**src/shared/hmc_pkg.sv**
```systemverilog
// Package with register map, field positions, reset values and carrier types of the mode block.
package hmc_pkg;

	// ==========================================================
	// Register map.
	localparam logic [11:0] HMC_ADDR_MODE = 12'h0300;
	localparam logic [11:0] HMC_ADDR_IRQ_STATUS = 12'h0310;
	localparam logic [11:0] HMC_ADDR_IRQ_MASK = 12'h0314;
	localparam logic [11:0] HMC_ADDR_STATE = 12'h0318;

	// ==========================================================
	// Mode register fields.
	localparam int HMC_BIT_XCVR_RESET = 31;
	localparam int HMC_BIT_OC_METHOD = 15;
	localparam int HMC_BIT_BUS_WIDTH = 8;
	localparam int HMC_BIT_DMA_ACK_POLARITY = 6;
	localparam int HMC_BIT_DMA_REQUEST_POLARITY = 5;
	localparam int HMC_BIT_IRQ_POL = 2;
	localparam int HMC_BIT_IRQ_PULSE = 1;
	localparam int HMC_BIT_IRQ_MASTER = 0;
	localparam logic [31:0] HMC_MODE_WMASK = 32'h8000_8167;
	localparam logic [31:0] HMC_MODE_RESET = 32'h0000_0100;

	// ==========================================================
	// Status and mask fields.
	localparam int HMC_NUM_EVENTS = 4;
	localparam logic [3:0] HMC_EVT_RESET = 4'h0;
	localparam logic [1:0] HMC_RESP_OKAY = 2'b00;
	localparam logic [1:0] HMC_RESP_SLVERR = 2'b10;

	// ==========================================================
	// Timing.
	localparam int HMC_CLK_PERIOD_NS = 100;
	localparam int HMC_PULSE_NS = 400;
	localparam int HMC_PULSE_CYCLES = (HMC_PULSE_NS + HMC_CLK_PERIOD_NS - 1) / HMC_CLK_PERIOD_NS;
	localparam logic [3:0] HMC_PULSE_LOAD = 4'(HMC_PULSE_CYCLES);
	localparam int HMC_SYNC_DEPTH = 3;

	// ==========================================================
	// Carrier types.
	typedef struct packed {
		logic [11:0] awaddr;
		logic        aw_taken;
		logic        awready;
		logic        wready;
		logic        arready;
		logic [31:0] wdata;
		logic [3:0]  wstrb;
		logic        w_taken;
		logic        bvalid;
		logic [1:0]  bresp;
		logic        rvalid;
		logic [31:0] rdata;
		logic [1:0]  rresp;
	} hmc_bus_t;

	typedef struct packed {
		logic [31:0] mode;
		logic [3:0]  status;
		logic [3:0]  mask;
		logic [3:0]  ev_prev;
		logic [3:0]  pulse_cnt;
		logic        irq_prev;
		logic        irq_out;
		logic        dma_request_out_out;
		logic        dma_acknowledge_in_seen;
		logic [2:0]  oc1_sync;
		logic [2:0]  oc2_sync;
		logic [2:0]  oc3_sync;
		logic [2:0]  dma_acknowledge_in_sync;
		logic [2:0]  oc_seen;
	} hmc_core_t;

	typedef struct packed {
		hmc_bus_t  bus;
		hmc_core_t core;
	} hmc_state_t;

endpackage

```
**src/verilog/hmc_mode_regs.sv**
```systemverilog
// Hardware mode control register bank with AXI4-Lite slave and interrupt output stage.
//
// Added by the designer: register access over AXI4-Lite.
`timescale 1ns/1ps
// ==========================================================
// Function
// - Bit 31 written 1 holds all transceivers in debug reset; 0 releases.
// - Bit 15 picks digital (0) or analog (1) overcurrent detection.
// - Bit 8 picks a 16-bit (0) or 32-bit (1) data bus.
// - Bit 6 sets DMA acknowledge input polarity, 1 active high.
// - Bit 5 sets DMA request output polarity, 1 active high.
// - Bit 2 sets interrupt polarity; bit 1 picks level or fixed pulse.
// - With bit 0 clear the interrupt output is deasserted from the next cycle on.
// - With bit 0 set, enabled pending events assert the interrupt output.
module hmc_mode_regs
(
	input  wire logic        sys_clk,
	input  wire logic        rst_n,
	input  wire logic [11:0] s_axi_awaddr,
	input  wire logic        s_axi_awvalid,
	output logic             s_axi_awready,
	input  wire logic [31:0] s_axi_wdata,
	input  wire logic [3:0]  s_axi_wstrb,
	input  wire logic        s_axi_wvalid,
	output logic             s_axi_wready,
	output logic [1:0]       s_axi_bresp,
	output logic             s_axi_bvalid,
	input  wire logic        s_axi_bready,
	input  wire logic [11:0] s_axi_araddr,
	input  wire logic        s_axi_arvalid,
	output logic             s_axi_arready,
	output logic [31:0]      s_axi_rdata,
	output logic [1:0]       s_axi_rresp,
	output logic             s_axi_rvalid,
	input  wire logic        s_axi_rready,
	input  wire logic [3:0]  irq_events,
	input  wire logic        port1_overcurrent_in,
	input  wire logic        port2_overcurrent_in,
	input  wire logic        port3_overcurrent_in,
	input  wire logic        dma_acknowledge_in,
	input  wire logic        dma_request_int,
	output logic             dma_request_out,
	output logic             irq_out,
	output logic             transceivers_debug_reset,
	output logic             overcurrent_method_select,
	output logic             bus_width_32,
	output logic             dma_ack_active,
	output logic [2:0]       port_overcurrent
);

	hmc_pkg::hmc_state_t state_reg;
	hmc_pkg::hmc_state_t state_next;
	logic [31:0]         merged;
	logic                w_fire;
	logic                irq_want;
	logic                dma_acknowledge_in_raw;

	// ==========================================================
	// Byte lane merge.
	function automatic logic [31:0] strb_merge(input logic [31:0] old_v, input logic [31:0] new_v,
		input logic [3:0] strb);
		logic [31:0] res;
		res = old_v;
		for (int i = 0; i < 4; i++)
		begin
			if (strb[i])
			begin
				res[i*8 +: 8] = new_v[i*8 +: 8];
			end
		end
		return res;
	endfunction

	// Change counts once second and third stage agree.
	function automatic logic sync_val(input logic [2:0] s, input logic held);
		return (s[1] == s[2]) ? s[2] : held;
	endfunction

	// ==========================================================
	// Next state.
	always_comb
	begin
		state_next = state_reg;
		merged = 32'h0000_0000;
		irq_want = 1'b0;
		dma_acknowledge_in_raw = 1'b0;
		w_fire = 1'b0;
		// Address and data are taken independently, in either order.
		if (s_axi_awvalid && !state_reg.bus.aw_taken && !state_reg.bus.bvalid)
		begin
			state_next.bus.awaddr = s_axi_awaddr;
			state_next.bus.aw_taken = 1'b1;
		end
		if (s_axi_wvalid && !state_reg.bus.w_taken && !state_reg.bus.bvalid)
		begin
			state_next.bus.wdata = s_axi_wdata;
			state_next.bus.wstrb = s_axi_wstrb;
			state_next.bus.w_taken = 1'b1;
		end
		// Events set sticky status bits; a set beats a concurrent clear.
		state_next.core.ev_prev = irq_events;
		w_fire = state_reg.bus.aw_taken && state_reg.bus.w_taken && !state_reg.bus.bvalid;
		if (w_fire)
		begin
			state_next.bus.aw_taken = 1'b0;
			state_next.bus.w_taken = 1'b0;
			state_next.bus.bvalid = 1'b1;
			state_next.bus.bresp = hmc_pkg::HMC_RESP_OKAY;
			unique case (state_reg.bus.awaddr)
				hmc_pkg::HMC_ADDR_MODE:
				begin
					merged = strb_merge(state_reg.core.mode, state_reg.bus.wdata,
						state_reg.bus.wstrb);
					// Reserved bits are not stored and read back as zero.
					state_next.core.mode = merged & hmc_pkg::HMC_MODE_WMASK;
				end
				hmc_pkg::HMC_ADDR_IRQ_STATUS:
				begin
					merged = strb_merge(32'h0000_0000, state_reg.bus.wdata, state_reg.bus.wstrb);
					state_next.core.status = state_reg.core.status & ~merged[3:0];
				end
				hmc_pkg::HMC_ADDR_IRQ_MASK:
				begin
					merged = strb_merge({28'h000_0000, state_reg.core.mask},
						state_reg.bus.wdata, state_reg.bus.wstrb);
					state_next.core.mask = merged[3:0];
				end
				hmc_pkg::HMC_ADDR_STATE:
				begin
					state_next.bus.bresp = hmc_pkg::HMC_RESP_OKAY;
				end
				default:
				begin
					state_next.bus.bresp = hmc_pkg::HMC_RESP_SLVERR;
				end
			endcase
		end
		state_next.core.status = state_next.core.status | (irq_events & ~state_reg.core.ev_prev);
		if (state_reg.bus.bvalid && s_axi_bready)
		begin
			state_next.bus.bvalid = 1'b0;
		end
		// Read channel.
		if (s_axi_arvalid && !state_reg.bus.rvalid)
		begin
			state_next.bus.rvalid = 1'b1;
			state_next.bus.rresp = hmc_pkg::HMC_RESP_OKAY;
			unique case (s_axi_araddr)
				hmc_pkg::HMC_ADDR_MODE:
					state_next.bus.rdata = state_reg.core.mode;
				hmc_pkg::HMC_ADDR_IRQ_STATUS:
					state_next.bus.rdata = {28'h000_0000, state_reg.core.status};
				hmc_pkg::HMC_ADDR_IRQ_MASK:
					state_next.bus.rdata = {28'h000_0000, state_reg.core.mask};
				hmc_pkg::HMC_ADDR_STATE:
					state_next.bus.rdata = {27'h000_0000, state_reg.core.dma_acknowledge_in_seen,
						state_reg.core.oc_seen, state_reg.core.irq_prev};
				default:
				begin
					state_next.bus.rdata = 32'h0000_0000;
					state_next.bus.rresp = hmc_pkg::HMC_RESP_SLVERR;
				end
			endcase
		end
		else if (state_reg.bus.rvalid && s_axi_rready)
		begin
			state_next.bus.rvalid = 1'b0;
		end
		state_next.bus.awready = !state_next.bus.aw_taken && !state_next.bus.bvalid;
		state_next.bus.wready = !state_next.bus.w_taken && !state_next.bus.bvalid;
		state_next.bus.arready = !state_next.bus.rvalid;
		// Pin inputs pass three flip-flops.
		state_next.core.oc1_sync = {state_reg.core.oc1_sync[1:0], port1_overcurrent_in};
		state_next.core.oc2_sync = {state_reg.core.oc2_sync[1:0], port2_overcurrent_in};
		state_next.core.oc3_sync = {state_reg.core.oc3_sync[1:0], port3_overcurrent_in};
		state_next.core.dma_acknowledge_in_sync = {state_reg.core.dma_acknowledge_in_sync[1:0], dma_acknowledge_in};
		state_next.core.oc_seen[0] = sync_val(state_reg.core.oc1_sync, state_reg.core.oc_seen[0]);
		state_next.core.oc_seen[1] = sync_val(state_reg.core.oc2_sync, state_reg.core.oc_seen[1]);
		state_next.core.oc_seen[2] = sync_val(state_reg.core.oc3_sync, state_reg.core.oc_seen[2]);
		dma_acknowledge_in_raw = sync_val(state_reg.core.dma_acknowledge_in_sync, state_reg.core.dma_acknowledge_in_seen ^
			~state_reg.core.mode[hmc_pkg::HMC_BIT_DMA_ACK_POLARITY]);
		state_next.core.dma_acknowledge_in_seen = dma_acknowledge_in_raw ^ ~state_reg.core.mode[hmc_pkg::HMC_BIT_DMA_ACK_POLARITY];
		// DMA request output polarity.
		state_next.core.dma_request_out_out = dma_request_int ^ ~state_reg.core.mode[hmc_pkg::HMC_BIT_DMA_REQUEST_POLARITY];
		// Interrupt: masked events, gated by the master enable.
		irq_want = state_reg.core.mode[hmc_pkg::HMC_BIT_IRQ_MASTER] &&
			|(state_reg.core.status & state_reg.core.mask);
		state_next.core.irq_prev = irq_want;
		if (!state_reg.core.mode[hmc_pkg::HMC_BIT_IRQ_MASTER])
		begin
			state_next.core.pulse_cnt = 4'h0;
		end
		else if (irq_want && !state_reg.core.irq_prev)
		begin
			state_next.core.pulse_cnt = hmc_pkg::HMC_PULSE_LOAD;
		end
		else if (state_reg.core.pulse_cnt != 4'h0)
		begin
			state_next.core.pulse_cnt = state_reg.core.pulse_cnt - 4'h1;
		end
		if (state_reg.core.mode[hmc_pkg::HMC_BIT_IRQ_PULSE])
		begin
			state_next.core.irq_out = (state_next.core.pulse_cnt != 4'h0) ^
				~state_reg.core.mode[hmc_pkg::HMC_BIT_IRQ_POL];
		end
		else
		begin
			state_next.core.irq_out = irq_want ^ ~state_reg.core.mode[hmc_pkg::HMC_BIT_IRQ_POL];
		end
	end

	// ==========================================================
	// State register.
	always_ff @(posedge sys_clk)
	begin
		if (!rst_n)
		begin
			state_reg <= '0;
			state_reg.core.mode <= hmc_pkg::HMC_MODE_RESET;
			state_reg.core.irq_out <= 1'b1;
			state_reg.core.dma_request_out_out <= 1'b1;
			state_reg.bus.awready <= 1'b1;
			state_reg.bus.wready <= 1'b1;
			state_reg.bus.arready <= 1'b1;
		end
		else
		begin
			state_reg <= state_next;
		end
	end

	// ==========================================================
	// Outputs, each straight from the state register.
	assign s_axi_awready = state_reg.bus.awready;
	assign s_axi_wready = state_reg.bus.wready;
	assign s_axi_bvalid = state_reg.bus.bvalid;
	assign s_axi_bresp = state_reg.bus.bresp;
	assign s_axi_arready = state_reg.bus.arready;
	assign s_axi_rvalid = state_reg.bus.rvalid;
	assign s_axi_rdata = state_reg.bus.rdata;
	assign s_axi_rresp = state_reg.bus.rresp;
	assign irq_out = state_reg.core.irq_out;
	assign dma_request_out = state_reg.core.dma_request_out_out;
	assign transceivers_debug_reset = state_reg.core.mode[hmc_pkg::HMC_BIT_XCVR_RESET];
	assign overcurrent_method_select = state_reg.core.mode[hmc_pkg::HMC_BIT_OC_METHOD];
	assign bus_width_32 = state_reg.core.mode[hmc_pkg::HMC_BIT_BUS_WIDTH];
	assign dma_ack_active = state_reg.core.dma_acknowledge_in_seen;
	assign port_overcurrent = state_reg.core.oc_seen;

	// ==========================================================
	// Assertions.
	a_irq_master_off: assert property (@(posedge sys_clk) disable iff (!rst_n)
		!state_reg.core.mode[hmc_pkg::HMC_BIT_IRQ_MASTER] ##1
		!state_reg.core.mode[hmc_pkg::HMC_BIT_IRQ_MASTER] |->
		irq_out == ~$past(state_reg.core.mode[hmc_pkg::HMC_BIT_IRQ_POL]))
		else $error("Interrupt asserted while master enable is off.");
	a_irq_level_on: assert property (@(posedge sys_clk) disable iff (!rst_n)
		irq_want && !state_reg.core.mode[hmc_pkg::HMC_BIT_IRQ_PULSE] &&
		$stable(state_reg.core.mode)
		|=> irq_out == $past(state_reg.core.mode[hmc_pkg::HMC_BIT_IRQ_POL]))
		else $error("Level interrupt not asserted for a pending enabled event.");
	a_irq_pulse_len: assert property (@(posedge sys_clk) disable iff (!rst_n)
		irq_want && !state_reg.core.irq_prev && state_reg.core.mode[hmc_pkg::HMC_BIT_IRQ_PULSE]
		|=> state_reg.core.pulse_cnt == hmc_pkg::HMC_PULSE_LOAD)
		else $error("Interrupt pulse not started with its full width.");
	a_pulse_countdown: assert property (@(posedge sys_clk) disable iff (!rst_n)
		state_reg.core.pulse_cnt != 4'h0 && state_reg.core.mode[hmc_pkg::HMC_BIT_IRQ_MASTER] &&
		!(irq_want && !state_reg.core.irq_prev)
		|=> state_reg.core.pulse_cnt == $past(state_reg.core.pulse_cnt) - 4'h1)
		else $error("Interrupt pulse width counter skipped a step.");
	a_xcvr_reset_bit: assert property (@(posedge sys_clk) disable iff (!rst_n)
		w_fire && state_reg.bus.awaddr == hmc_pkg::HMC_ADDR_MODE && &state_reg.bus.wstrb |=>
		transceivers_debug_reset == $past(state_reg.bus.wdata[hmc_pkg::HMC_BIT_XCVR_RESET]))
		else $error("Transceiver reset does not follow bit 31.");
	a_reserved_zero: assert property (@(posedge sys_clk) disable iff (!rst_n)
		(state_reg.core.mode & ~hmc_pkg::HMC_MODE_WMASK) == 32'h0000_0000)
		else $error("Reserved mode bits hold ones.");
	a_dma_request_out_polarity: assert property (@(posedge sys_clk) disable iff (!rst_n)
		$stable(state_reg.core.mode) |=> dma_request_out == ($past(dma_request_int) ^
		~$past(state_reg.core.mode[hmc_pkg::HMC_BIT_DMA_REQUEST_POLARITY])))
		else $error("DMA request polarity wrong.");
	a_oc_method: assert property (@(posedge sys_clk) disable iff (!rst_n)
		w_fire && state_reg.bus.awaddr == hmc_pkg::HMC_ADDR_MODE && &state_reg.bus.wstrb |=>
		overcurrent_method_select == $past(state_reg.bus.wdata[hmc_pkg::HMC_BIT_OC_METHOD]))
		else $error("Overcurrent method select does not follow bit 15.");
	a_bus_width: assert property (@(posedge sys_clk) disable iff (!rst_n)
		w_fire && state_reg.bus.awaddr == hmc_pkg::HMC_ADDR_MODE && &state_reg.bus.wstrb |=>
		bus_width_32 == $past(state_reg.bus.wdata[hmc_pkg::HMC_BIT_BUS_WIDTH]))
		else $error("Bus width does not follow bit 8.");
	a_dma_acknowledge_in_polarity: assert property (@(posedge sys_clk) disable iff (!rst_n)
		state_reg.core.dma_acknowledge_in_sync[2] == state_reg.core.dma_acknowledge_in_sync[1] && $stable(state_reg.core.mode)
		|=> dma_ack_active == ($past(state_reg.core.dma_acknowledge_in_sync[2]) ^
		~$past(state_reg.core.mode[hmc_pkg::HMC_BIT_DMA_ACK_POLARITY])))
		else $error("DMA acknowledge polarity wrong.");
	a_event_set_wins: assert property (@(posedge sys_clk) disable iff (!rst_n)
		|(irq_events & ~state_reg.core.ev_prev) |=>
		(state_reg.core.status & $past(irq_events) & ~$past(state_reg.core.ev_prev)) ==
		($past(irq_events) & ~$past(state_reg.core.ev_prev)))
		else $error("Interrupt event lost its sticky status bit.");

	// ==========================================================
	// Cover properties.
	c_write_mode: cover property (@(posedge sys_clk) disable iff (!rst_n)
		w_fire && state_reg.bus.awaddr == hmc_pkg::HMC_ADDR_MODE);
	c_irq_pulse: cover property (@(posedge sys_clk) disable iff (!rst_n)
		state_reg.core.pulse_cnt == hmc_pkg::HMC_PULSE_LOAD);
	c_irq_level: cover property (@(posedge sys_clk) disable iff (!rst_n)
		irq_want && !state_reg.core.mode[hmc_pkg::HMC_BIT_IRQ_PULSE]);
	c_set_and_clear: cover property (@(posedge sys_clk) disable iff (!rst_n)
		w_fire && state_reg.bus.awaddr == hmc_pkg::HMC_ADDR_IRQ_STATUS &&
		|(irq_events & ~state_reg.core.ev_prev));
	c_master_gate: cover property (@(posedge sys_clk) disable iff (!rst_n)
		!state_reg.core.mode[hmc_pkg::HMC_BIT_IRQ_MASTER] && |(state_reg.core.status & state_reg.core.mask));

endmodule

```
**config.mk**
```make
export PLATFORM = sky130hd
export DESIGN_NAME = hmc_mode_regs
export DESIGN_NICKNAME = d
export VERILOG_FILES = /design/src/shared/hmc_pkg.sv /design/src/verilog/hmc_mode_regs.sv
export SDC_FILE = /design/constraint.sdc
export NUM_CORES = 1
export LEC_CHECK = 0
export ABC_AREA = 1
export CORE_MARGIN = 8
export CORE_UTILIZATION = 65
export CTS_BUF_LIST = sky130_fd_sc_hd__clkbuf_4
export DETAILED_ROUTE_END_ITERATION = 10
export DONT_BUFFER_PORTS = 1
export HOLD_SLACK_MARGIN = 0.15
export PLACE_DENSITY = 0.79
export SETUP_SLACK_MARGIN = 0.02
export SYNTH_ARGS = -nofsm -noshare
export SYNTH_HDL_FRONTEND = slang
export SYNTH_SLANG_ARGS = --single-unit
```
**constraint.sdc**
```tcl
create_clock -name sys_clk -period 1.55 [get_ports sys_clk]
set_input_delay 0.31 -clock sys_clk [delete_from_list [all_inputs] [get_ports sys_clk]]
set_output_delay 0.31 -clock sys_clk [all_outputs]
set_load 0.005 [all_outputs]
```
* Word level (Yosys, flattened, before mapping)
Index checks and enable logic that the tools add are counted.
Word-level totals: register bits after elaboration 134, bits in latches 0, memory bits (writable) 0, bits in read-only memories 0, input bits 76, output and inout port bits 50, word-level logic and storage cells 111, memories kept 0
Cells by class: $add $sub $neg 1, multiply operators 0, div/mod/pow operators 0, magnitude comparators 0, equal/unequal tests 12, shift-type cells 0, mux-type cells 22, bitwise logic cells 14, reduce and logical (&&, ||, !) cells 31
Operators by type and width (count):
- one-hot mux 32 bit (4 select lines) | 1
- equality test 12 x 10 -> 1 bit (second input constant) | 8
- two-way mux 4 bit | 10
- logical AND 1 bit | 13
- AND 4 bit | 3
- AND reduction 3 bit | 4
- OR reduction 4 bit | 3
- zero test 1 bit | 9
- two-way mux 1 bit | 8
- two-way mux 8 bit | 1
- inverter 4 bit | 2
- nonzero test 4 bit | 2
- XOR 1 bit | 5
- equality test 1 bit | 4
- two-way mux 2 bit | 2
- OR 4 bit | 1
- subtractor 4 x 1 -> 4 bit (second input constant) | 1
- inverter 1 bit | 3

* Longest topological paths before layout
Gate-level depths: netlist (run 1).
depth after elaboration 9, gate-level depth with buffers 11, mapped depth without buffers 11

* Worst setup path before layout (run 1)
No wires, ideal clock.
path kind flip-flop to flip-flop, start reg state_reg (netlist bit s_axi_bvalid), end reg state_reg[35] (netlist name), setup time 0.134 ns, arrival 1.197 ns, required time 1.416 ns, path slack 0.219 ns, stages on the path, launching flop included 9, path buffers 1, clock period less this slack 1.331 ns, path through dfxtp_1 inv_2 nand3_4 nor2_2 inv_2 or2_0 buf_6 nor2_1 a211oi_2
Between the ends: cells in the longest elaborated chain, start to end 3
RTL lines:
- from (decl) | line hmc_mode_regs.sv:51 | hmc_pkg::hmc_state_t state_reg;
- from (signal assigned) | line hmc_mode_regs.sv:228 | state_reg <= state_next;
- zero test 1 bit | line hmc_mode_regs.sv:102 | w_fire = state_reg.bus.aw_taken && state_reg.bus.w_taken && !state_reg.bus.bvalid;
- logical AND 1 bit | line hmc_mode_regs.sv:102
- AND reduction 3 bit (no line)
Every way passes these cells. A chain may end at the register's enable or synchronous reset.

* Worst setup path after layout (run 1)
start reg state_reg[153] (netlist name), end reg state_reg[36] (netlist name)
Between the ends: cells in the longest elaborated chain, start to end 2
RTL lines:
- equality test 12 x 10 -> 1 bit | line hmc_mode_regs.sv:109 | unique case (state_reg.bus.awaddr)
- AND reduction 3 bit (no line)
Every way passes these cells.

==> results.md, run 1 <==
- The run finished with clean final reports.
- The library cells used most frequently in the layout, excluding fill and tap cells, are dfxtp_1 (85), nand2_1 (76), inv_1 (59).
- The clock sink count is 86.
- Timing analysis after detailed placement gives a worst setup slack of 0.0293 ns.
- The overall routing resource usage is 21.4%.
- The worst path required time is 1.92 ns.
- After detailed routing, the number of remaining DRC violations is 0.
- The synthesized instance count is 498.
- The cell depth of the worst flop-to-flop path is 6.
- The final number of hold-violating endpoints came to 0.
- The number of levels in the clock H-tree is 3.
- The floorplan step defined a die boundary enclosing 8410 um^2.
- The detailed-router iteration count before antenna repair is 5.
- Timing would allow up to 670 MHz.
- The aggregate routed wire length is 9040 um.
- The post-detailed-route wirelength per cell is 14.9 um.
- In this run the power density over the cells is 972 nW/um^2.
- During I/O placement, the number of pins put on the boundary was 126.
- The delay contributed by the slowest stage of the critical path is 0.38 ns.
- Fill cells in the final layout number 413.
- The floorplan die height is 91.7 um.
- Max-cap violations in this run came to 0.
- The first-pass GRT wire length is 14800 um.
- The share of synthesized area occupied by flip-flops and latches is 46.2%.
- The beginning of the worst register-to-register path is state_reg[153].
- The number of antenna violations at the first check in global routing came to 0.
- The total congestion overflow after global routing is 0.
- The maximum fanout count along the critical path is 2.
- The final cycle utilization of the critical path is 96.2%.
- The clock latency of the later-clocked register in the worst-skew pair is 0.43 ns.
- The startpoint identified for the worst hold timing path is rst_n.
- The routed layout has 3247 vias.
- The number of different library cells used by synthesis comes to 35.
- The number of port buffers is 0.
- IR analysis of the VDD net gives a maximum drop of 1.12 mV.
- The longest clock path from root to sink contains 2 buffers.
- The average instance in the mapped netlist occupies 7.48 um^2.
- Once the floorplan was initialized, standard cells occupied 67.3% of the core.
- The pin count of the biggest net entering global routing is 53.
- Leaving out fill and tap cells, the most frequent cell in the layout is dfxtp_1.
- The number of DRC markers after the initial detailed-route iteration is 132.
- The mapped netlist covers 3730 um^2.
- The worst path in the final design needs a cycle of 1.49 ns, including I/O delays and setup.
- The register with the most flip-flops in the layout has 52 of them.
- The synthesized design contains 86 register bits.
- The HPWL after detailed placement is 5990 um.
- The area growth from synthesis to layout is 13.9%.
- Once detail routing completed, the nets flagged for antenna violations numbered 0.
- The signal on the critical path passes through nor2_1 > nand3_1 > buf_4 > nor4_1 > nand2_1 > a21oi_1.
- The most critical setup path has its startpoint at state_reg[153].
- The final critical-path setup slack is 0.0585 ns.
- The worst setup path is captured at a flop.
- The tree is rooted in a clkbuf_4.
- The number of pins exceeding their max-slew limit in the final report came to 0.
- The post-route netlist has 9.53% of its cells at a drive strength greater than 1.
- The via count of the first global-routing pass was 3149.
- Setup repair after global routing could not meet its margin everywhere.
- The repair_antennas step left the layout with diodes totalling 0.
- The count of final setup violators is 0.
- The number of buffers and inverters on the critical path is 1.
- The routed via count divided by cell count is 5.35.
- The critical path runs through a total of 6 cells.
- The area of the placeable core is 5540 um^2.
- The path class of the tightest hold or removal check is primary input to flop.
- The final standard cell utilization of the core is 76.6%.
- The routability-driven placement congestion ratio is 0.863.
- During synthesis, Yosys emitted a total of 0 warnings.
- The clock transition at the registers of the reported paths is 0.16 ns.
- At the end of the flow, the number of nets in the layout was 607.
- From left edge to right edge, the die measures 91.7 um.
- The number of clock buffers inserted by TritonCTS is 9.
- Data on the critical path arrives at its endpoint at 1.86 ns.
- On the critical path, the stage with the largest delay is an instance of nor4_1.
- The kind of cell adding the most delay to the critical path is simple AND/OR/NAND/NOR gates.
- The class of the most critical setup path is flop to flop.
- The worst hold path stage count is 3.
- The worst setup path is launched from a flop.
- The leakage dissipation is 1.86 nW.
- TritonCTS built the clock tree.
- For the final database, setup skew stands at 0.0159 ns.
- Row generation in the floorplan step produced 27 rows.
[worst min-delay path, cell delays in order]
cell	delay (ns)
inv_1	0.05
buf_4	0.17
a21oi_1	0.05
[cell families (layout without fill, tap and decap cells)]
family          after synthesis  count (layout)  share of synthesized area (%)
fa+ha+maj                     1               1                          0.336
other cells                   1              24                          0.101
xor+xnor                      1               1                          0.235
compound gates              102             102                           14.5
flops                        86              86                           46.2
simple gates                188             188                           22.6
buf+inv                     119             133                           16.1
[metal layers]
metal  track usage, %  part of all wire, %  up-vias
met5                0                    0        -
met2             38.6                   51      148
met1             22.5                   38     1465
met3             7.50                  9.4       20
li1                 -                    -     1614
met4             7.79                  1.8        0
[power by group]
part	switching, W	leakage, nW	internal [W]
Sequential	0.0000761	0.706	0.00233
Combinational	0.000275	1.08	0.000189
Clock	0.000872	0.0792	0.000389
Total	0.00122	1.86	0.00290
[Yosys cell counts]
cell	count	area share (%)
nor2_2	2	0.34
nor4_1	2	0.34
inv_2	3	0.30
clkbuf_1	15	1.5
o21bai_1	1	0.20
nand3_4	1	0.47
a21oi_1	47	6.3
nor3_2	1	0.27
o211ai_1	1	0.20
conb_1	1	0.10
xor2_1	1	0.24
o22ai_1	4	0.67
o21a_1	1	0.20
nor2_1	55	5.5
nand3b_4	1	0.54
or2_2	1	0.17
o31ai_1	2	0.40
inv_1	60	6.0
nand2_1	76	7.7
buf_4	39	7.9
o21ai_1	2	0.27
o2111ai_1	1	0.24
nand4_1	7	1.2
nand3b_1	1	0.20
nand3_2	1	0.27
nor3_1	3	0.40
o21ai_0	42	5.6
nand3_1	35	4.7
ha_1	1	0.34
clkinv_1	1	0.10
nand4_2	1	0.34
dfxtp_1	86	46
a211oi_2	1	0.34
buf_6	1	0.30
or2_0	1	0.17
[area by class of cell]
type                            count  area [um^2]  area share, %
Clock buffer                        9         67.6           1.59
Timing Repair Buffer               53          510           12.0
Tap cell                           72         90.1           2.12
Sequential cell                    86         1720           40.6
Clock inverter                      7         76.3           1.80
Inverter                           64          240           5.66
Multi-Input combinational cell    316         1540           36.2
[worst paths after layout]
kind               endpoint  slack [ns]
min          s_axi_rdata[8]        0.18
max reg2reg   state_reg[36]        0.06
max           state_reg[36]        0.06
min reg2reg   state_next[5]        0.43
[what timing repair did]
action / in CTS / in global routing
endpoints found under the setup margin: 2 / 13
gates cloned: 0 / 0
hold endpoints to repair: 62 / 0
pin swaps: 0 / 0
setup buffers: 0 / 0
hold buffers: 41 / 0
resized for setup: 1 / 13
[through the flow]
stage          area (um^2)  TNS (ns)  total power [W]  cells  hold WS [ns]
2_1_floorplan         3810         0          0.00274    521         0.390
3_5_place_dp          3630         0          0.00278    550         0.395
3_3_place_gp          3630         0          0.00275    550         0.392
5_1_grt               4250   -0.0244          0.00431    607         0.169
4_1_cts               4200         0          0.00410    607         0.164
6_report              4250         0          0.00413    607         0.178
(Power assumes the default switching activity.)
==> run 2: changes to the inputs <==
--- a/config.mk
+++ b/config.mk
@@ -6,7 +6,6 @@
 export NUM_CORES = 1
 export LEC_CHECK = 0
 export ABC_AREA = 1
-export CORE_MARGIN = 8
 export CORE_UTILIZATION = 65
 export CTS_BUF_LIST = sky130_fd_sc_hd__clkbuf_4
 export DETAILED_ROUTE_END_ITERATION = 10
==> run 2 against run 1 <==
Via count shrank 0.55%. Hold slack lost 0.0085 ns. Wire length shrank 7.1%. Utilization grew 0.81 points. Highest routed layer unchanged. First-iteration DRC count grew 55%. Cell area grew 0.44%. Fmax grew 2.2%. Sequential power is essentially flat. Combinational power is essentially flat. Setup slack gained 0.032 ns. Total power grew 8.8%.
==> results.md, run 2 (synthesized netlist as in run 1, its figures left out) <==
- The number of routed nets with antenna violations was 0 (unchanged).
- The number of clock buffers inserted by TritonCTS is 9 (unchanged).
- The CTS tree is built.
- The beginning of the worst register-to-register path is s_axi_rvalid.
- The sequential share of power is 53.5% (-4.7 points).
- The count of final setup violators is 0 (unchanged).
- The filler cell count is 392 (-5.1%).
- The detailed-router iteration count before antenna repair is 5 (unchanged).
- The horizontal extent of the die is 77.7 um (-15%).
- The total vias in the final route is 3229 (-0.55%).
- The final number of hold-violating endpoints is 0 (unchanged).
- Setup repair after global routing could not meet its margin everywhere.
- STA classifies the critical path endpoint as a flop.
- The routability-driven placement congestion ratio came to 0.851 (-1.4%).
- For hold timing, the worst endpoint is state_next[5].
- The part of the power in combinational logic is 10.3% (-0.9 points).
- The cell area power density is 1050 nW/um^2 (+8.3%).
- The largest clock skew in the final design was 0.0203 ns (+0.00443 ns).
- Counting stages on the worst path, the most repeated cell is nand2_1.
- The flop-to-flop setup slack was 0.09 ns (+0.03 ns).
- The worst setup timing slack at the placement stage is 0.0336 ns (+0.00432 ns).
- The number of pins exceeding their max-slew limit in the final report is 0 (unchanged).
- The top-level I/O count was 126 (unchanged).
- The cell internal power dissipation is 0.00334 W (+15%).
- The leakage dissipation is 1.87 nW (about the same).
- The highest-delay cell along the critical path is dlygate4sd3_1.
- The delay contributed by the slowest stage of the critical path is 0.58 ns (+0.20 ns).
- The critical path arrival is 1.79 ns (-0.07 ns).
- The maximum fanout count along the critical path is 4 (+2).
- The worst-case clock buffer depth is 2 (unchanged).
- The starting density of the core is 67.7% (+0.41 points).
- The area enclosed by the die boundary was 6040 um^2 (-28%).
- From synthesis to final layout, the design area changed by 14.4%.
- Walking the worst path, the cells encountered are inv_1 > nand2_1 > buf_6 > o21ai_2 > nand2_1 > dlygate4sd3_1.
- The class of the most critical setup path is flop to flop.
- The routed via count divided by cell count is 5.35 (about the same).
- The run finished with clean final reports.
- The total congestion overflow after global routing is 0 (unchanged).
- The HPWL after detailed placement is 5080 um (-15%).
- The clock sink count was 86 (unchanged).
- The final cycle utilization of the critical path came to 94.2% (-2.1 points).
- The number of antenna violations at the first check in global routing was 0 (unchanged).
- The time the worst path needs with I/O delays and setup is 1.46 ns (-0.0320 ns).
- The worst hold path stage count was 3 (unchanged).
- In this run the clock root is driven by a clkbuf_4.
- The floorplan die height was 77.7 um (-15%).
- The cell depth of the worst flop-to-flop path came to 6 (unchanged).
- The number of cell rows is 27 (unchanged).
- The leading cell type in the layout, fill and taps excluded is dfxtp_1.
- Leaving out fill and tap cells, the most frequent cells in the layout are dfxtp_1 (84), nand2_1 (76), inv_1 (59).
- The tightest min-delay check is of the primary input to flop type.
- The number of levels in the clock H-tree came to 3 (unchanged).
- The worst hold path begins at rst_n.
- The number of port buffers is 0 (unchanged).
- The part of the total power dissipated in the clock network is 36.2% (+5.7 points).
- The net switching power was 0.00115 W (-6.2%).
- The number of antenna cells inserted is 0 (unchanged).
- The clock transition at the registers of the reported paths was 0.14 ns (-0.02 ns).
- The area of the placeable core is 5510 um^2 (-0.61%).
- The overall routing resource usage was 28.9% (+7.5 points).
- The endpoint of the lowest-slack register-to-register path is s_axi_arready.
- The number of flip-flops in the largest register came to 52 (unchanged).
- The first-pass GRT wire length is 13600 um (-7.7%).
- The post-detailed-route wirelength per cell is 13.9 um (-6.6%).
- The post-route total power is 0.00449 W (+8.8%).
- The final critical-path setup slack is 0.0904 ns (+0.0320 ns).
- The maximum operating frequency is 685 MHz (+2.2%).
- The number of DRC markers after the initial detailed-route iteration is 205 (+55%).
- The sort of element at the start of the critical path is a flop.
- The worst path required time is 1.88 ns (-0.04 ns).
- The pin count of the biggest net entering global routing is 53 (unchanged).
- The peak supply drop is 0.870 mV (-23%).
- The fraction of layout cells with a size suffix above 1 is 9.96% (+0.43 points).
- The switching share of power is 25.6% (-4.1 points).
- The total number of nets in the final design was 604 (-0.49%).
- The hold slack is 0.170 ns (-0.00845 ns).
- The clock latency of the later-clocked register in the worst-skew pair was 0.44 ns (about the same).
- The DRC violation count after routing is 0 (unchanged).
- The number of violations of the max-capacitance limit is 0 (unchanged).
- The aggregate routed wire length was 8400 um (-7.1%).
- The via count of the first global-routing pass is 3096 (-1.7%).
[run 2: changes by cell type in the layout (fill, tap and decap cells not counted), moves of 2 or more]
cell	change
nor4_2	+2
nor4_1	-2
inv_8	-3
dlygate4sd3_1	-4
bufinv_16	+3
[run 2: how the worst max path moves through the flow]
stage | start | end | cells past startpoint
after global placement | state_reg[146] | state_reg[40] | 7
after floorplan | s_axi_bvalid | state_reg[35] | 8
final | s_axi_rvalid | s_axi_arready | 6
after detailed placement | state_reg[146] | state_reg[40] | 7
after CTS | state_reg[19] | irq_out | 9
after global routing | state_reg[20] | irq_out | 9
[run 2: critical path: cells and delay by family (launching register included)]
family	cells	cell delay, ns
compound gates	1	0.06
buf+inv	3	0.78
flops	1	0.35
simple gates	2	0.16
[run 2: what timing repair did]
| action | in CTS | in global routing |
|---|---|---|
| endpoints found under the hold margin | 62 | 0 |
| pin swaps | 0 | 1 |
| resized for setup | 1 | 16 |
| hold buffers | 37 | 0 |
| gates cloned | 0 | 0 |
| endpoints found under the setup margin | 3 | 14 |
| buffers inserted | 0 | 3 |
[run 2: through the flow]
| step | util [%] | cells | area [um^2] | TNS, ns |
|---|---|---|---|---|
| floorplan | - | 521 | 3810 | 0 |
| global placement | 65.7 | 548 | 3620 | 0 |
| detailed placement | 65.7 | 548 | 3620 | 0 |
| CTS | 76.0 | 601 | 4190 | 0 |
| global route | 77.4 | 604 | 4260 | -0.00289 |
| finish | 77.4 | 604 | 4260 | 0 |
[run 2: layout make-up]
type	instances	area, um^2	area share (%)
flip-flops and latches	86	1720	40.4
well taps	72	90.1	2.11
clock buffers	9	67.6	1.58
multi-input cells	316	1540	36.1
inverters	64	240	5.63
clock inverters	7	120	2.82
repair buffers	50	482	11.3
[run 2: routing by layer]
metal | vias to the layer above | track usage [%] | wire, um
li1 | 1608 | - | -
met1 | 1477 | 33.1 | 3440
met2 | 127 | 51.2 | 4270
met3 | 17 | 7.18 | 569
met4 | 0 | 11.7 | 126
met5 | - | 0 | 0
[run 2: power by group through the flow]
stage               Clock (W)  Sequential [W]  Combinational (W)
finish                0.00163         0.00240           0.000461
global route          0.00173         0.00241           0.000509
CTS                   0.00161         0.00239           0.000417
detailed placement          0         0.00244           0.000321
global placement            0         0.00244           0.000310
floorplan                   0         0.00242           0.000316
==> run 3: changes to the inputs <==
--- a/config.mk
+++ b/config.mk
@@ -6,11 +6,13 @@
 export NUM_CORES = 1
 export LEC_CHECK = 0
 export ABC_AREA = 1
+export CORE_MARGIN = 2
 export CORE_UTILIZATION = 65
 export CTS_BUF_LIST = sky130_fd_sc_hd__clkbuf_4
 export DETAILED_ROUTE_END_ITERATION = 10
 export DONT_BUFFER_PORTS = 1
 export HOLD_SLACK_MARGIN = 0.15
+export MAX_ROUTING_LAYER = met4
 export PLACE_DENSITY = 0.79
 export SETUP_SLACK_MARGIN = 0.02
 export SYNTH_ARGS = -nofsm -noshare
==> constraint.sdc (replaced) <==
create_clock -name sys_clk -period 1.55 [get_ports sys_clk]
set_input_delay 0.3875 -clock sys_clk [delete_from_list [all_inputs] [get_ports sys_clk]]
set_output_delay 0.3875 -clock sys_clk [all_outputs]
set_load 0.005 [all_outputs]
==> run 3 against run 2 <==
Register-to-register slack is essentially flat. Critical path depth stayed put. Total power fell by 9.2%. Sequential share of layout area up 1.4 points. Final cell count decreased by 1.8%. Utilization is 2.5 points lower. Sequential power hardly changed. Combinational power fell by 12%. Hold slack worse by 0.098 ns. Critical path type unchanged. Highest routed layer unchanged.
==> results.md, run 3 (synthesized netlist as in run 1, its figures left out) <==
- The horizontal extent of the die came to 79.7 um (+2.6%).
- The worst path required time came to 1.86 ns (-0.02 ns).
- The total vias in the final route was 3133 (-3.0%).
- The tightest min-delay check is of the primary input to flop type.
- The part of the power in combinational logic is 10.0% (-0.3 points).
- The CTS tree is built.
- STA classifies the critical path startpoint as a flop.
- The switching share of power is 26.5% (+0.98 points).
- The number of clock buffers inserted by TritonCTS was 9 (unchanged).
- The flow ran to the end, and the final reports show no timing, DRC or antenna violations.
- The first-pass GRT wire length is 12100 um (-11%).
- The filler cell count is 423 (+7.9%).
- The part of the total power dissipated in the clock network is 31.2% (-5.0 points).
- The HPWL after detailed placement is 5220 um (+2.7%).
- The post-route total power is 0.00407 W (-9.2%).
- The aggregate routed wire length is 7510 um (-11%).
- The leakage dissipation is 1.76 nW (-5.8%).
- The overall routing resource usage is 25.1% (-3.8 points).
- The cell internal power dissipation is 0.00299 W (-10%).
- The leading cell type in the layout, fill and taps excluded is dfxtp_1.
- The number of levels in the clock H-tree is 3 (unchanged).
- The number of DRC markers after the initial detailed-route iteration is 138 (-33%).
- The sequential share of power is 58.9% (+5.4 points).
- The worst setup path is captured at a flop.
- The area enclosed by the die boundary is 6360 um^2 (+5.2%).
- The routability-driven placement congestion ratio is 0.867 (+1.9%).
- The number of port buffers is 0 (unchanged).
- The number of antenna violations at the first check in global routing is 0 (unchanged).
- The total number of nets in the final design was 593 (-1.8%).
- The pin count of the biggest net entering global routing is 54 (+1.9%).
- In the layout the commonest cells are dfxtp_1 (82), nand2_1 (74), inv_1 (58).
- The clock sink count is 86 (unchanged).
- The maximum operating frequency was 682 MHz (-0.46%).
- The time the worst path needs with I/O delays and setup is 1.47 ns (+0.00677 ns).
- The total area of sequential cells came to 1730 um^2 (+0.15%).
- The number of antenna cells inserted came to 0 (unchanged).
- The worst-case clock buffer depth was 2 (unchanged).
- The number of violations of the max-capacitance limit is 0 (unchanged).
- The critical path in this run is classified as flop to flop.
- The cell area power density came to 987 nW/um^2 (-6.2%).
- The clock latency of the later-clocked register in the worst-skew pair is 0.42 ns (-0.02 ns).
- The clock transition at the registers of the reported paths is 0.14 ns (about the same).
- Setup repair after global routing could not meet its margin everywhere.
- The peak supply drop is 0.745 mV (-14%).
- The largest clock skew in the final design is 0.00915 ns (-0.0112 ns).
- The maximum fanout count along the critical path was 6 (+2).
- Relative to the synthesized area, the layout overhead comes to 10.7%.
- The top-level I/O count is 126 (unchanged).
- The number of flip-flops in the largest register is 52 (unchanged).
- The via count of the first global-routing pass is 2885 (-6.8%).
- The number of pins exceeding their max-slew limit in the final report is 0 (unchanged).
- The area used by multi-input combinational logic is 1560 um^2 (+1.4%).
- The routed via count divided by cell count came to 5.28 (-1.2%).
- The clock tree root buffer cell is clkbuf_4.
- The count of final setup violators is 0 (unchanged).
- The floorplan die height is 79.7 um (+2.6%).
- The starting density of the core is 67.7% (unchanged).
- The final cycle utilization of the critical path was 94.6% (+0.44 points).
- The area of the placeable core was 5510 um^2 (unchanged).
- The post-detailed-route wirelength per cell was 12.7 um (-9.0%).
- The hold-fix buffer count after cts is 27 (-27%).
- The number of routed nets with antenna violations is 0 (unchanged).
- The final number of hold-violating endpoints is 0 (unchanged).
- The total congestion overflow after global routing is 0 (unchanged).
- The DRC violation count after routing came to 0 (unchanged).
- The critical path arrival was 1.78 ns (about the same).
- The net switching power was 0.00108 W (-5.7%).
- The detailed-router iteration count before antenna repair is 5 (unchanged).
- The number of cell rows is 27 (unchanged).
- The fraction of layout cells with a size suffix above 1 is 11.5% (+1.6 points).
- The hold slack was 0.0714 ns (-0.0985 ns).
run 3: what timing repair did:
item | in CTS | in global routing
resized for setup | 2 | 24
endpoints found under the hold margin | 59 | 31
pin swaps | 0 | 1
buffers inserted | 0 | 2
cloned | 0 | 1
endpoints found under the setup margin | 4 | 16
run 3: cell type report:
cell class / instances / share of cell area (%)
Sequential cell: 86 / 41.8
Multi-Input combinational cell: 316 / 37.8
Timing Repair Buffer: 39 / 8.94
Inverter: 64 / 5.82
Tap cell: 72 / 2.18
Clock inverter: 7 / 1.73
Clock buffer: 9 / 1.64
run 3: per-layer routing:
layer / vias to the layer above / global-route usage [%] / routed length [um]
met5: - / - / 0
met4: 0 / 11.6 / 167
met3: 20 / 6.67 / 530
met2: 129 / 39.8 / 3580
met1: 1404 / 29.8 / 3230
li1: 1580 / - / -
run 3: power by group through the flow:
stage	Sequential [W]	Clock (W)	Combinational, W
after CTS	0.00239	0.00128	0.000371
after global routing	0.00241	0.00139	0.000463
after floorplan	0.00242	0	0.000316
final	0.00240	0.00127	0.000407
after detailed placement	0.00244	0	0.000321
after global placement	0.00244	0	0.000309
run 3: final timing paths:
| check | start | end | slack [ns] | cells after the start |
|---|---|---|---|---|
| max | s_axi_bvalid | state_reg[145] | 0.08 | 6 |
| min | rst_n | bus_width_32 | 0.07 | 1 |
| max reg2reg | s_axi_bvalid | state_reg[145] | 0.08 | 6 |
| min reg2reg | state_reg[24] | state_reg[32] | 0.44 | 1 |
run 3: stage by stage:
stage / setup WS [ns] / setup TNS [ns] / std cells / utilization, % / instance area (um^2)
6_report: 0.0837 / 0 / 593 / 74.9 / 4130
5_1_grt: -0.0511 / -0.0730 / 593 / 74.9 / 4130
4_1_cts: 0.0121 / 0 / 590 / 73.1 / 4020
3_5_place_dp: -0.00361 / -0.00361 / 547 / 65.6 / 3610
3_3_place_gp: 0.0370 / 0 / 547 / 65.6 / 3610
2_1_floorplan: 0.219 / 0 / 521 / - / 3810
run 3: worst max-delay path, cell delays in order, from the launching register on:
cell and delay [ns]:
dfxtp_2 0.36, inv_2 0.10, nand3_4 0.07, buf_4 0.17, nand2_2 0.08, a21oi_2 0.04, dlygate4sd3_1 0.55
